===== src/rtl/pmt_pkg.sv =====
package pmt_pkg;
    // register byte addresses on the bus
    localparam logic [7:0] PMT_OFF_COUNT  = 8'h00;
    localparam logic [7:0] PMT_OFF_PERIOD = 8'h04;
    localparam logic [7:0] PMT_OFF_CTRL   = 8'h08;
    localparam logic [7:0] PMT_OFF_FLAGS  = 8'h0C;
    localparam logic [7:0] PMT_OFF_ENABLE = 8'h10;
    // control field positions
    localparam int PMT_CTRL_PRE_LSB  = 0;
    localparam int PMT_CTRL_RUN_BIT  = 2;
    localparam int PMT_CTRL_POST_LSB = 3;
    // flag and enable bit position
    localparam int PMT_IRQ_MATCH_BIT = 0;
    // values after reset
    localparam logic [7:0] PMT_COUNT_RST  = 8'h00;
    localparam logic [7:0] PMT_PERIOD_RST = 8'hFF;
    localparam logic [6:0] PMT_CTRL_RST   = 7'h00;
    // instruction clock is one quarter of the oscillator
    localparam int PMT_OSC_PER_INSTR = 4;
    localparam logic [1:0] PMT_INSTR_LAST = 2'(PMT_OSC_PER_INSTR - 1);
endpackage : pmt_pkg


===== src/rtl/pmt_timer.sv =====
// How it works
// the timer ticks on the instruction clock, one quarter of clk.
// count and period registers are eight bits wide.
// the count rises from zero by one on each prescaled tick.
// a six-bit prescaler divides by 1, 4 or 16 (code 3 gives 64).
// count equal to period makes the match output.
// a match loads zero into the count on the next tick.
// software reads and writes both count and period.
// reset clears the count and sets the period to all ones.
// count or control writes and any reset clear both scalers.
// a four-bit postscaler counts matches and sets the latched flag.
// the flag raises the interrupt only when its enable is set.
// control bits 6..3 pick a postscale of 1:(n+1).
// the unscaled match goes out to the capture/compare/pwm unit.
// the match is offered as the serial port shift clock.
// in sleep the timer stops and keeps its registers.
// the count advances only while the run enable bit is set.
// the flag stays set until cleared by reading the flag register.
//
// Added by the designer: the APB slave port and the register addresses.
`timescale 1ns/1ps
module pmt_timer
    import pmt_pkg::*;
(
    input  wire logic        clk_sys_in,
    input  wire logic        reset_n_in,
    input  wire logic        sleep_in,
    input  wire logic        psel_in,
    input  wire logic        penable_in,
    input  wire logic        pwrite_in,
    input  wire logic [7:0]  paddr_in,
    input  wire logic [31:0] pwdata_in,
    output logic      [31:0] prdata_out,
    output logic             pready_out,
    output logic             pslverr_out,
    output logic             irq_out,
    output logic             pwm_timebase_out,
    output logic             spi_shift_clk_out
);

    typedef struct packed {
        logic [1:0]  quarter;
        // eight-bit count and period
        logic [7:0]  count_reg;
        logic [7:0]  period_reg;
        logic [6:0]  ctrl_reg;
        logic [3:0]  pre_reg;
        logic [1:0]  pre_hi_reg;
        logic [3:0]  post_reg;
        logic        match_pend;
        logic        flag_reg;
        logic        enable_reg;
        logic [31:0] rdata_reg;
        logic        ready_reg;
        logic        err_reg;
        logic        irq_reg;
        logic        match_reg;
    } pmt_state_t;

    pmt_state_t st_reg;
    pmt_state_t st_next;

    logic       instr_tick;
    logic       pre_tick;
    logic       match;
    logic       wr_acc;
    logic       rd_acc;
    logic       known;
    logic       set_flag;
    logic [1:0] pre_sel;
    logic [3:0] post_sel;
    logic       run_en;

    ////////////////////////////////////////////////////////////////////
    always_comb begin
        pre_sel  = st_reg.ctrl_reg[PMT_CTRL_PRE_LSB +: 2];
        // postscale field, n+1 matches
        post_sel = st_reg.ctrl_reg[PMT_CTRL_POST_LSB +: 4];
        run_en   = st_reg.ctrl_reg[PMT_CTRL_RUN_BIT];
        // quarter-rate tick
        instr_tick = (st_reg.quarter == PMT_INSTR_LAST) && !sleep_in;
        // prescaler taps
        unique case (pre_sel)
            2'h0: pre_tick = instr_tick;
            2'h1: pre_tick = instr_tick && (st_reg.pre_reg[1:0] == 2'h3);
            2'h2: pre_tick = instr_tick && (st_reg.pre_reg == 4'hF);
            2'h3: pre_tick = instr_tick && (st_reg.pre_reg == 4'hF)
                             && (st_reg.pre_hi_reg == 2'h3);
        endcase
        // comparator
        match  = (st_reg.count_reg == st_reg.period_reg);
        wr_acc = psel_in && penable_in && pwrite_in && st_reg.ready_reg;
        rd_acc = psel_in && penable_in && !pwrite_in && st_reg.ready_reg;
        known  = (paddr_in == PMT_OFF_COUNT) || (paddr_in == PMT_OFF_PERIOD)
              || (paddr_in == PMT_OFF_CTRL) || (paddr_in == PMT_OFF_FLAGS)
              || (paddr_in == PMT_OFF_ENABLE);
        set_flag = 1'b0;
        st_next = st_reg;

        // sleep freezes the quarter divider and so the count; the bus port still runs
        if (!sleep_in) begin
            st_next.quarter = st_reg.quarter + 2'h1;
        end
        if (instr_tick && run_en) begin
            {st_next.pre_hi_reg, st_next.pre_reg} =
                {st_reg.pre_hi_reg, st_reg.pre_reg} + 6'h01;
        end
        // run enable gates counting
        if (pre_tick && run_en) begin
            st_next.match_pend = 1'b0;
            // reload after match
            if (match) begin
                st_next.count_reg = PMT_COUNT_RST;
                // postscaler on matches
                if (st_reg.post_reg == post_sel) begin
                    st_next.post_reg = 4'h0;
                    set_flag = 1'b1;
                end else begin
                    st_next.post_reg = st_reg.post_reg + 4'h1;
                end
            end else begin
                // increment
                st_next.count_reg = st_reg.count_reg + 8'h01;
            end
        end
        // unscaled match out, one per tick
        st_next.match_reg = match && pre_tick && run_en;

        // bus access: one wait state, ready on the second access cycle
        st_next.ready_reg = psel_in && penable_in && !st_reg.ready_reg;
        st_next.err_reg   = psel_in && penable_in && !st_reg.ready_reg
                            && !known;
        if (wr_acc) begin
            // software writes
            unique case (paddr_in)
                PMT_OFF_COUNT: begin
                    st_next.count_reg = pwdata_in[7:0];
                    // scalers cleared on count write
                    st_next.pre_reg    = 4'h0;
                    st_next.pre_hi_reg = 2'h0;
                    st_next.post_reg   = 4'h0;
                end
                PMT_OFF_PERIOD: st_next.period_reg = pwdata_in[7:0];
                PMT_OFF_CTRL: begin
                    st_next.ctrl_reg   = pwdata_in[6:0];
                    // scalers cleared on control write
                    st_next.pre_reg    = 4'h0;
                    st_next.pre_hi_reg = 2'h0;
                    st_next.post_reg   = 4'h0;
                end
                PMT_OFF_ENABLE:
                    st_next.enable_reg = pwdata_in[PMT_IRQ_MATCH_BIT];
                default: ;
            endcase
        end
        st_next.rdata_reg = 32'h0000_0000;
        if (st_next.ready_reg && !pwrite_in) begin
            unique case (paddr_in)
                PMT_OFF_COUNT:  st_next.rdata_reg[7:0] = st_reg.count_reg;
                PMT_OFF_PERIOD: st_next.rdata_reg[7:0] = st_reg.period_reg;
                PMT_OFF_CTRL:   st_next.rdata_reg[6:0] = st_reg.ctrl_reg;
                PMT_OFF_FLAGS:
                    st_next.rdata_reg[PMT_IRQ_MATCH_BIT] = st_reg.flag_reg;
                PMT_OFF_ENABLE:
                    st_next.rdata_reg[PMT_IRQ_MATCH_BIT] = st_reg.enable_reg;
                default: ;
            endcase
        end
        // read clears, a flag set by the postscaler in the same cycle wins
        if (rd_acc && paddr_in == PMT_OFF_FLAGS) begin
            st_next.flag_reg = 1'b0;
        end
        if (set_flag) begin
            st_next.flag_reg = 1'b1;
        end
        // gated interrupt
        st_next.irq_reg = st_next.flag_reg && st_next.enable_reg;
    end

    ////////////////////////////////////////////////////////////////////
    always_ff @(posedge clk_sys_in) begin
        if (!reset_n_in) begin
            // reset values, R9: scalers cleared
            st_reg            <= '0;
            st_reg.count_reg  <= PMT_COUNT_RST;
            st_reg.period_reg <= PMT_PERIOD_RST;
            st_reg.ctrl_reg   <= PMT_CTRL_RST;
        end else begin
            st_reg <= st_next;
        end
    end

    assign prdata_out        = st_reg.rdata_reg;
    assign pready_out        = st_reg.ready_reg;
    assign pslverr_out       = st_reg.err_reg;
    assign irq_out           = st_reg.irq_reg;
    // shift clock source
    assign spi_shift_clk_out = st_reg.match_reg;
    assign pwm_timebase_out  = st_reg.match_reg;

    ////////////////////////////////////////////////////////////////////
    property p_reload;
        @(posedge clk_sys_in) disable iff (!reset_n_in)
        (match && pre_tick && run_en && !wr_acc)
            |=> (st_reg.count_reg == 8'h00);
    endproperty
    a_reload: assert property (p_reload)
        else $error("count not reloaded after match");

    property p_hold;
        @(posedge clk_sys_in) disable iff (!reset_n_in)
        (!run_en && !wr_acc) |=> $stable(st_reg.count_reg);
    endproperty
    a_hold: assert property (p_hold)
        else $error("count moved while stopped");

    property p_sleep;
        @(posedge clk_sys_in) disable iff (!reset_n_in)
        (sleep_in && !wr_acc) |=> $stable(st_reg.count_reg)
            && $stable(st_reg.period_reg);
    endproperty
    a_sleep: assert property (p_sleep)
        else $error("registers changed in sleep");

    property p_tick;
        @(posedge clk_sys_in) disable iff (!reset_n_in)
        instr_tick |=> !instr_tick [*3];
    endproperty
    a_tick: assert property (p_tick)
        else $error("instruction tick too frequent");

    property p_irq;
        @(posedge clk_sys_in) disable iff (!reset_n_in)
        irq_out == (st_reg.flag_reg && st_reg.enable_reg);
    endproperty
    a_irq: assert property (p_irq)
        else $error("interrupt not gated by enable");

    property p_flag_set;
        @(posedge clk_sys_in) disable iff (!reset_n_in)
        set_flag |=> st_reg.flag_reg && (irq_out == st_reg.enable_reg);
    endproperty
    a_flag_set: assert property (p_flag_set)
        else $error("flag not set on postscale");

    property p_scaler_clr;
        @(posedge clk_sys_in) disable iff (!reset_n_in)
        (wr_acc && (paddr_in == PMT_OFF_COUNT || paddr_in == PMT_OFF_CTRL))
            |=> (st_reg.pre_reg == 4'h0) && (st_reg.post_reg == 4'h0);
    endproperty
    a_scaler_clr: assert property (p_scaler_clr)
        else $error("scalers not cleared by write");

    property p_match_out;
        @(posedge clk_sys_in) disable iff (!reset_n_in)
        pwm_timebase_out |-> $past(match && pre_tick && run_en);
    endproperty
    a_match_out: assert property (p_match_out)
        else $error("time base pulse without match");

    property p_timebase_pulse;
        @(posedge clk_sys_in) disable iff (!reset_n_in)
        pwm_timebase_out |=> !pwm_timebase_out;
    endproperty
    a_timebase_pulse: assert property (p_timebase_pulse)
        else $error("time base pulse longer than one cycle");

    property p_shift_same;
        @(posedge clk_sys_in) disable iff (!reset_n_in)
        spi_shift_clk_out == pwm_timebase_out;
    endproperty
    a_shift_same: assert property (p_shift_same)
        else $error("shift clock differs from time base");

    property p_count_inc;
        @(posedge clk_sys_in) disable iff (!reset_n_in)
        (pre_tick && run_en && !match && !wr_acc)
            |=> (st_reg.count_reg == $past(st_reg.count_reg) + 8'h01);
    endproperty
    a_count_inc: assert property (p_count_inc)
        else $error("count did not step by one");

    property p_sleep_quarter;
        @(posedge clk_sys_in) disable iff (!reset_n_in)
        sleep_in |=> $stable(st_reg.quarter);
    endproperty
    a_sleep_quarter: assert property (p_sleep_quarter)
        else $error("instruction divider ran in sleep");

    property p_period_write;
        @(posedge clk_sys_in) disable iff (!reset_n_in)
        (wr_acc && paddr_in == PMT_OFF_PERIOD)
            |=> (st_reg.period_reg == $past(pwdata_in[7:0]));
    endproperty
    a_period_write: assert property (p_period_write)
        else $error("period write lost");

    property p_ctrl_write;
        @(posedge clk_sys_in) disable iff (!reset_n_in)
        (wr_acc && paddr_in == PMT_OFF_CTRL)
            |=> (st_reg.ctrl_reg == $past(pwdata_in[6:0]));
    endproperty
    a_ctrl_write: assert property (p_ctrl_write)
        else $error("control write lost");

    property p_flag_clear;
        @(posedge clk_sys_in) disable iff (!reset_n_in)
        (rd_acc && paddr_in == PMT_OFF_FLAGS && !set_flag)
            |=> !st_reg.flag_reg;
    endproperty
    a_flag_clear: assert property (p_flag_clear)
        else $error("flag not cleared by read");

    property p_flag_sticky;
        @(posedge clk_sys_in) disable iff (!reset_n_in)
        (st_reg.flag_reg && !(rd_acc && paddr_in == PMT_OFF_FLAGS))
            |=> st_reg.flag_reg;
    endproperty
    a_flag_sticky: assert property (p_flag_sticky)
        else $error("flag dropped without a read");

    property p_irq_masked;
        @(posedge clk_sys_in) disable iff (!reset_n_in)
        !st_reg.enable_reg |-> !irq_out;
    endproperty
    a_irq_masked: assert property (p_irq_masked)
        else $error("interrupt raised while masked");

    property p_ready_pulse;
        @(posedge clk_sys_in) disable iff (!reset_n_in)
        pready_out |=> !pready_out;
    endproperty
    a_ready_pulse: assert property (p_ready_pulse)
        else $error("ready held longer than one cycle");

    property p_ready_wait;
        @(posedge clk_sys_in) disable iff (!reset_n_in)
        (psel_in && penable_in && !pready_out) |=> pready_out;
    endproperty
    a_ready_wait: assert property (p_ready_wait)
        else $error("ready not given after one wait state");

    property p_err_unmapped;
        @(posedge clk_sys_in) disable iff (!reset_n_in)
        (psel_in && penable_in && !pready_out && !known) |=> pslverr_out;
    endproperty
    a_err_unmapped: assert property (p_err_unmapped)
        else $error("unmapped access without error");

    property p_err_ready;
        @(posedge clk_sys_in) disable iff (!reset_n_in)
        pslverr_out |-> pready_out;
    endproperty
    a_err_ready: assert property (p_err_ready)
        else $error("error outside the ready cycle");

    property p_rdata_idle;
        @(posedge clk_sys_in) disable iff (!reset_n_in)
        !pready_out |-> (prdata_out == 32'h0000_0000);
    endproperty
    a_rdata_idle: assert property (p_rdata_idle)
        else $error("read data outside the ready cycle");

endmodule : pmt_timer


===== config.mk =====
export PLATFORM = sky130hd
export DESIGN_NAME = pmt_timer
export DESIGN_NICKNAME = d
export VERILOG_FILES = /design/src/rtl/pmt_pkg.sv /design/src/rtl/pmt_timer.sv
export SDC_FILE = /design/constraint.sdc
export NUM_CORES = 1
export LEC_CHECK = 0
export ABC_AREA = 1
export BUFFER_PORTS_ARGS = -buffer_cell sky130_fd_sc_hd__buf_4
export CORE_MARGIN = 5
export CORE_UTILIZATION = 55
export DETAILED_ROUTE_END_ITERATION = 6
export PLACE_DENSITY = 0.84
export SYNTH_ARGS = -nofsm -noshare
export SYNTH_HDL_FRONTEND = slang
export SYNTH_SLANG_ARGS = --single-unit
export TNS_END_PERCENT = 1

===== constraint.sdc =====
create_clock -name clk_sys_in -period 4.1 [get_ports clk_sys_in]
set_input_delay 0.82 -clock clk_sys_in [delete_from_list [all_inputs] [get_ports clk_sys_in]]
set_output_delay 0.82 -clock clk_sys_in [all_outputs]
set_load 0.01 [all_outputs]

# After elaboration in Yosys (flattened, before gate mapping)
# Index checks and enable logic that the tools add are counted.
[totals]
ff_bits = 73
out_inout_bits = 37
elab_cells = 86
[op_classes]
add_sub_neg = 4
n_eq_ne = 13
mux = 22
reduce_logical = 32
[op_table]
columns = ["op", "count"]
rows = [
  ["2-to-1 mux 33 bit", 1],
  ["2-to-1 mux 8 bit", 4],
  ["logical AND 1 bit", 18],
  ["one-hot mux 6 bit (3 select lines)", 1],
  ["== test 8 x 4 -> 1 bit (second input constant)", 2],
  ["== test 2 bit (second input constant)", 5],
  ["2-to-1 mux 10 bit", 1],
  ["adder 8 x 1 -> 8 bit (second input constant)", 1],
  ["== test 8 x 3 -> 1 bit (second input constant)", 1],
  ["== test 8 x 5 -> 1 bit (second input constant)", 1],
  ["== test 8 bit", 1],
  ["logical NOT 8 bit", 1],
  ["2-to-1 mux 4 bit", 2],
  ["2-to-1 mux 1 bit", 7],
  ["2-to-1 mux 7 bit", 1],
  ["adder 6 x 1 -> 6 bit (second input constant)", 1],
  ["2-to-1 mux 6 bit", 1],
  ["AND reduction 2 bit", 3],
  ["2-to-1 mux 5 bit", 1],
  ["one-hot mux 1 bit (5 select lines)", 1],
  ["adder 4 x 1 -> 4 bit (second input constant)", 1],
  ["== test 4 bit", 1],
  ["== test 4 bit (second input constant)", 1],
  ["logical NOT 1 bit", 4],
  ["7 further kinds", 10],
]

# Longest topological paths before layout
# Gate-level depths: netlist of the first run.
[depth]
ltp_word = 9
mapped_depth = 12
mapped_depth_nobuf = 11

# Least setup slack after synthesis of the first run
# Ideal clock, no wire load.
[synth_timing]
kind = "input to register"
from = "input paddr_in[5]"
to = "register st_reg (netlist bit post_sel[1])"
setup_time_ns = 0.066
t_arrival_ns = 1.774
slack_ns = 2.260
path_stages = 10
path_buffers = 1
path_cell_list = "nor2_2 > nand2_2 > nor2_8 > nand2_4 > nor2_8 > inv_4 > nor2_8 > buf_8 > o21ai_1 > a21oi_2"
[synth_between]
elab_chain_len = 2
[synth_lines]
columns = ["item", "line_no", "text"]
rows = [
  ["start: declaration", "pmt_timer.sv:31", "input wire logic [7:0] paddr_in,"],
  ["== test 8 x 4 -> 1 bit", "pmt_timer.sv:135", "unique case (paddr_in)"],
  ["AND reduction 2 bit (no line)", "--", ""],
  ["end signal: assignment", "pmt_timer.sv:189", "st_reg <= st_next;"],
  ["end: declaration", "pmt_timer.sv:60", "pmt_state_t st_reg;"],
]
# Every way passes these cells.
# A chain may end at the register's enable or synchronous reset.

# Worst setup path after layout of the first run
[layout_timing]
from = "register st_reg[45] (netlist name)"
to = "register st_reg[37] (netlist name)"
[layout_between]
elab_chain_len = 7
word_cells_on_any_way = 9
cone_classes = "eq/ne: 2; mux: 3; reduce/logical: 4"
[layout_lines]
columns = ["item", "line_no", "text"]
rows = [
  ["== test 4 bit", "pmt_timer.sv:86, pmt_timer.sv:87", ""],
  ["logical AND 1 bit", "pmt_timer.sv:86, pmt_timer.sv:87", ""],
  ["logical AND 1 bit", "pmt_timer.sv:88", "&& (st_reg.pre_hi_reg == 2'h3);"],
  ["one-hot mux 1 bit (4 select lines) *", "pmt_timer.sv:83", "unique case (pre_sel)"],
  ["logical AND 1 bit *", "pmt_timer.sv:109", "if (pre_tick && run_en) begin"],
  ["2-to-1 mux 1 bit *", "pmt_timer.sv:109", ""],
  ["2-to-1 mux 1 bit *", "pmt_timer.sv:173", "if (set_flag) begin"],
]
# Every way passes the cells marked *; elsewhere a longest branch is shown, timed or not.

==> results of run 1 <==
-- final cells by class --
class                           instances  area share (%)
Multi-Input combinational cell        292            47.5
Sequential cell                        49            31.0
Inverter                               58            6.95
Tap cell                               70            2.77
Timing Repair Buffer                   34            8.06
Clock buffer                            6            2.61
Clock inverter                          2            1.19
-- per-layer routing --
layer	track usage (%)	wire length, microns	vias up
li1	-	-	1295
met1	22.2	2680	1119
met2	32.0	2980	68
met3	4.55	393	8
met4	4.61	63	0
met5	0	0	-
-- worst paths after layout --
| kind | cells past startpoint | end | from | slack (ps) |
|---|---|---|---|---|
| hold / removal | 1 | st_reg[72] | st_reg[72] | 470 |
| hold reg to reg | 1 | st_reg[72] | st_reg[72] | 470 |
| setup reg to reg | 11 | st_reg[37] | st_reg[45] | 2120 |
| setup / recovery | 11 | st_reg[37] | st_reg[45] | 2120 |
-- critical path: stages (launching register included) --
cell and delay (ps):
dfxtp_1 380, ha_1 220, inv_1 60, nor2_2 110, nand2_1 90, nand2_1 350
nand2_1 190, nor2_2 210, nand2_1 90, nand2_1 80, inv_1 60, nor2_1 90
-- metrics by stage --
| step | total power [uW] | area (sq um) | utilization (%) | worst slack [ps] | hold WS, ps |
|---|---|---|---|---|---|
| floorplan | 538 | 3010 | - | 2260 | 428 |
| global placement | 546 | 3050 | 59.3 | 1900 | 445 |
| detailed placement | 548 | 3050 | 59.3 | 1870 | 456 |
| CTS | 903 | 3170 | 61.6 | 2150 | 469 |
| global route | 935 | 3170 | 61.6 | 1910 | 485 |
| finish | 899 | 3170 | 61.6 | 2120 | 467 |
-- cell families (layout without fill, tap and decap cells) --
family | count (synthesis) | after routing
AO/OA/AOI/OAI | 42 | 42
XOR/XNOR | 11 | 11
adder cells (fa/ha/maj) | 4 | 4
buffers and inverters | 98 | 100
flip-flops | 49 | 49
other | 1 | 24
AND/OR/NAND/NOR | 211 | 211
-- placed cells by master (no fill, tap or decap), types with 2 or more instances in the layout --
cell	count
nand3_1	20
o21ai_1	6
o221ai_1	3
a21oi_2	4
inv_2	8
nor2_2	7
nand2_1	93
a21oi_1	9
o21ai_0	6
nor2_1	56
clkbuf_8	6
nor3_1	10
o211ai_1	12
nor2_4	2
ha_1	4
nand2_4	2
nand2_2	8
nor2_8	3
xor2_1	6
inv_1	49
dfxtp_1	49
nand3_4	2
xnor2_1	5
buf_4	34
nand4_1	7
conb_1	24
-- power breakdown --
part | switching [uW] | leakage (uW) | internal [uW] | total (uW)
Sequential | 1.32 | 0.000396 | 478 | 479
Combinational | 38.0 | 0.00108 | 19.8 | 57.7
Clock | 164 | 0.0000574 | 198 | 362
Total | 203 | 0.00153 | 696 | 899
==> metrics.yaml, run 1 <==
status: "complete, no violations"
cts_hold_buffers: 0
first_iter_violations: 172
leakage_uw: 0.00153
core_sq_um: 5140
power_density_nw_per_um2: 284
path_clk_slew_ps: 100
numClockSinks: 49
clock.fmax_ghz: 0.505
period_share_pct: 48.3
post_synth_fa_ha_maj_area_fraction_pct: 1.71
grt_first_pass_wirelength_microns: 10600
critPathRequiredTime_ps: 4350
grt_pass1_vias: 2374
maxSlewViolCount: 0
drcViolationCount: 0
post_cts_resized: 0
placed_cells: 503
fillers: 493
ant_nets: 0
place.port_buffers: 34
first_pass_iters: 4
synth_flop_cell: "dfxtp_1"
synth_edf_count: 0
overflow: 0
cp.arrival_ps: 2230
die_w_microns: 82.9
yosysTopAreaCellShare_pct: 33.6
layout.cells.non_filler: 511
finClkSkew_ps: 9.36
yosysWarnings: 0
rsz0062_at_grt: "no"
fin_tns_setup_ps: 0
finalHoldViolCount: 0
synthMostInstantiatedCell: "nand2_1"
multi_input_area_sq_um: 1500
avgSynthCellArea_sq_um: 7.03
peakVddDrop_v: 0.000199
synth-compound-area-share_pct: 9.29
htree_levels: 2
synthTopCellsByArea: "dfxtp_1, nand2_1, buf_4, nor2_1, inv_1"
path_class: "reg -> reg"
synth-seq-area-share_pct: 33.6
synth_area_sq_um: 2920
syn_inst: 416
num_antenna_cells: 0
synth_xor_area_share_pct: 3.30
worstSetupEndpointType: "flip-flop"
drt-wirelength-per-cell_microns: 12.0
synth-simple-area-share_pct: 34.0
nets: 490
synth_seq_cells: 49
muxShareOfSynthArea_pct: 0
clk-insertion-delay-late_ps: 310
antenna_found_initial: 0
drt-total-wl_microns: 6110
critical_path_peak_fanout: 13
cts_buffers: 5
die_area_sq_um: 6870
worstHoldPathType: "reg -> reg"
grt_max_degree: 22
syn2layout_area_growth_pct: 8.35
start_util_pct: 56.9
synth_top_family_by_area: "simple AND/OR/NAND/NOR gates"
seq_area_sq_um: 981
avgViaCountPerCell: 4.87
num_vias: 2490
globalRouteTotalUtil_pct: 18.2
yosysTopAreaCell: "dfxtp_1"
drive_above_1_share_pct: 18.1
async_reset_ff_share_pct: 0
max_cap_viol_count: 0
clock_path_buffers: 2
dp_hpwl_microns: 4730
finalWeightedCongestion: 0.887
setup.worst_path.start_class: "flip-flop"
min_period_ps: 1980
yosys-top-cells-count: "nand2_1, nor2_1, dfxtp_1, inv_1, buf_4"
rows: 26
die_y_microns: 82.9
largest_reg_flops: 30
clock-root-buffer: "clkbuf_8"
ioPinCount: 83
setup_violations: 0
synth.distinct_cells: 33
cts_tree: "built"
cts_setup_buffers: 0
Power figures use the tool's default switching activity.
==> run 2: changes to the inputs <==
--- a/config.mk
+++ b/config.mk
@@ -8,9 +8,9 @@
 export ABC_AREA = 1
 export BUFFER_PORTS_ARGS = -buffer_cell sky130_fd_sc_hd__buf_4
 export CORE_MARGIN = 5
-export CORE_UTILIZATION = 55
+export CORE_UTILIZATION = 47
 export DETAILED_ROUTE_END_ITERATION = 6
-export PLACE_DENSITY = 0.84
+export PLACE_DENSITY = 0.76
 export SYNTH_ARGS = -nofsm -noshare
 export SYNTH_HDL_FRONTEND = slang
 export SYNTH_SLANG_ARGS = --single-unit
==> constraint.sdc (replaced) <==
create_clock -name clk_sys_in -period 1.67 [get_ports clk_sys_in]
set_input_delay 0.334 -clock clk_sys_in [delete_from_list [all_inputs] [get_ports clk_sys_in]]
set_output_delay 0.334 -clock clk_sys_in [all_outputs]
set_load 0.01 [all_outputs]
==> metrics.yaml, run 2 (synthesized netlist as in run 1, its figures left out) <==
cp_slowest_cell: "dfxtp_2"
drt-wirelength-per-cell_microns: 13.0
max_stage_delay_ps: 370
rsz0062_at_grt: "yes"
power_density_nw_per_um2: 626
critPathRequiredTime_ps: 1910
clock-root-buffer: "clkbuf_8"
min_period_ps: 1630
die_y_microns: 88.9
setup.worst_path.start_class: "flip-flop"
num_vias: 2605
finalHoldViolCount: 0
path_clk_slew_ps: 90
max_cap_viol_count: 0
grt_pass1_vias: 2471
ant_nets: 0
critPathLaunch: "st_reg[72]"
comb_power_share_pct: 7.2
layout_commonest_cell: "nand2_1"
antenna_found_initial: 0
largest_reg_flops: 30
core_sq_um: 5990
worstHoldPathType: "in -> reg"
switching_power_uw: 502
ioPinCount: 83
drcViolationCount: 0
finalWeightedCongestion: 0.961
crit_chain: "ha_4, nand2_2, nor2_4, o21ai_1, a21oi_4, nand3_4, buf_4, o21ai_2, nand2_1, nor2_2"
die_area_sq_um: 7900
worst_setup_path_endpoint: "st_reg[41]"
period_share_pct: 97.4
die_w_microns: 88.9
first_pass_iters: 4
dp_hpwl_microns: 5200
seq_power_share_pct: 56.0
reg2reg_from: "st_reg[72]"
cell_internal_pwr_uw: 1600
layout.cells.non_filler: 536
drive_above_1_share_pct: 23.9
clock.fmax_ghz: 0.615
numClockSinks: 49
clockPowerShare_pct: 36.8
place.port_buffers: 34
peakVddDrop_v: 0.000475
grt_first_pass_wirelength_microns: 10900
path_class: "reg -> reg"
grt_max_degree: 21
overflow: 0
leakage_uw: 0.00163
avgViaCountPerCell: 4.86
placed_cells: 523
r2r_setup_slack_ps: 40
clock_path_buffers: 2
htree_levels: 2
drt-total-wl_microns: 6950
cts_buffers: 5
start_util_pct: 48.8
finClkSkew_ps: 8.37
syn2layout_area_growth_pct: 15.2
setup_violations: 0
globalRouteTotalUtil_pct: 17.7
maxSlewViolCount: 0
status: "complete, no violations"
num_antenna_cells: 0
cts_tree: "built"
first_iter_violations: 147
reg2reg_depth: 10
critical_path_peak_fanout: 5
worstSetupEndpointType: "flip-flop"
nets: 510
sw_frac_of_total_pct: 23.8
final_cell_mix: "nand2_1, nor2_1, buf_4"
clk-insertion-delay-late_ps: 300
rows: 28
fin_area_sq_um: 3370
worstReg2RegEnd: "st_reg[41]"
postPlaceCellArea_sq_um: 3170
cp.arrival_ps: 1870
[run 2: changes by cell type in the layout (fill, tap and decap cells not counted), sizes merged]
| cell | before | now |
|---|---|---|
| buf | 34 | 53 |
| clkinv | 0 | 1 |
| bufinv | 1 | 0 |
| clkbuf | 6 | 8 |
| clkinvlp | 1 | 0 |
[run 2: critical path: cells and delay by family, from the launching register on]
family	cells	cell delay, ps
compound gates	3	390
flops	1	370
buf+inv	1	160
simple gates	5	490
fa+ha+maj	1	140
[run 2: per-stage QoR]
stage	hold WS (ps)	setup TNS (ps)	utilization [%]	setup WS (ps)	total power, uW
2_1_floorplan	428	0	-	165	1320
3_3_place_gp	445	0	52.8	99.4	1350
3_5_place_dp	456	0	52.8	43.3	1350
4_1_cts	267	0	54.5	38.9	2110
5_1_grt	275	-418	56.2	-77.4	2180
6_report	273	0	56.2	43.3	2110
[run 2: area by class of cell]
type                            instances  area (sq um)
Sequential cell                        49           986
Clock inverter                          1          5.00
Tap cell                               75          93.8
Multi-Input combinational cell        292          1550
Timing Repair Buffer                   54           413
Fill cell                             565          2620
Clock buffer                            7          96.3
Inverter                               58           220
[run 2: repair_timing]
item	CTS	global route
gates resized for setup	0	20
endpoints found under the setup margin	0	14
setup buffers	0	3
hold buffers	0	0
[run 2: power by group through the flow]
| stage | registers (uW) | logic, uW | clock network [uW] |
|---|---|---|---|
| floorplan | 1200 | 118 | 0 |
| global placement | 1200 | 144 | 0 |
| detailed placement | 1200 | 147 | 0 |
| CTS | 1180 | 147 | 790 |
| global route | 1180 | 168 | 830 |
| finish | 1180 | 152 | 775 |
[run 2: worst min-delay path by stage]
stage,from,end,slack [ps],cells after the start
3_3_place_gp,st_reg[72],st_reg[72],440,1
4_1_cts,pwdata_in[0],st_reg[56],270,3
2_1_floorplan,st_reg[72],st_reg[72],430,1
5_1_grt,pwdata_in[0],st_reg[56],280,3
6_report,pwdata_in[0],st_reg[56],270,3
3_5_place_dp,st_reg[72],st_reg[72],460,1
[run 2: metal layers]
layer / global-route usage (%) / part of all wire, %
met1: 22.5 / 44
met5: 0 / 0
met4: 5.63 / 1.6
met2: 30.2 / 50
met3: 2.98 / 4.9
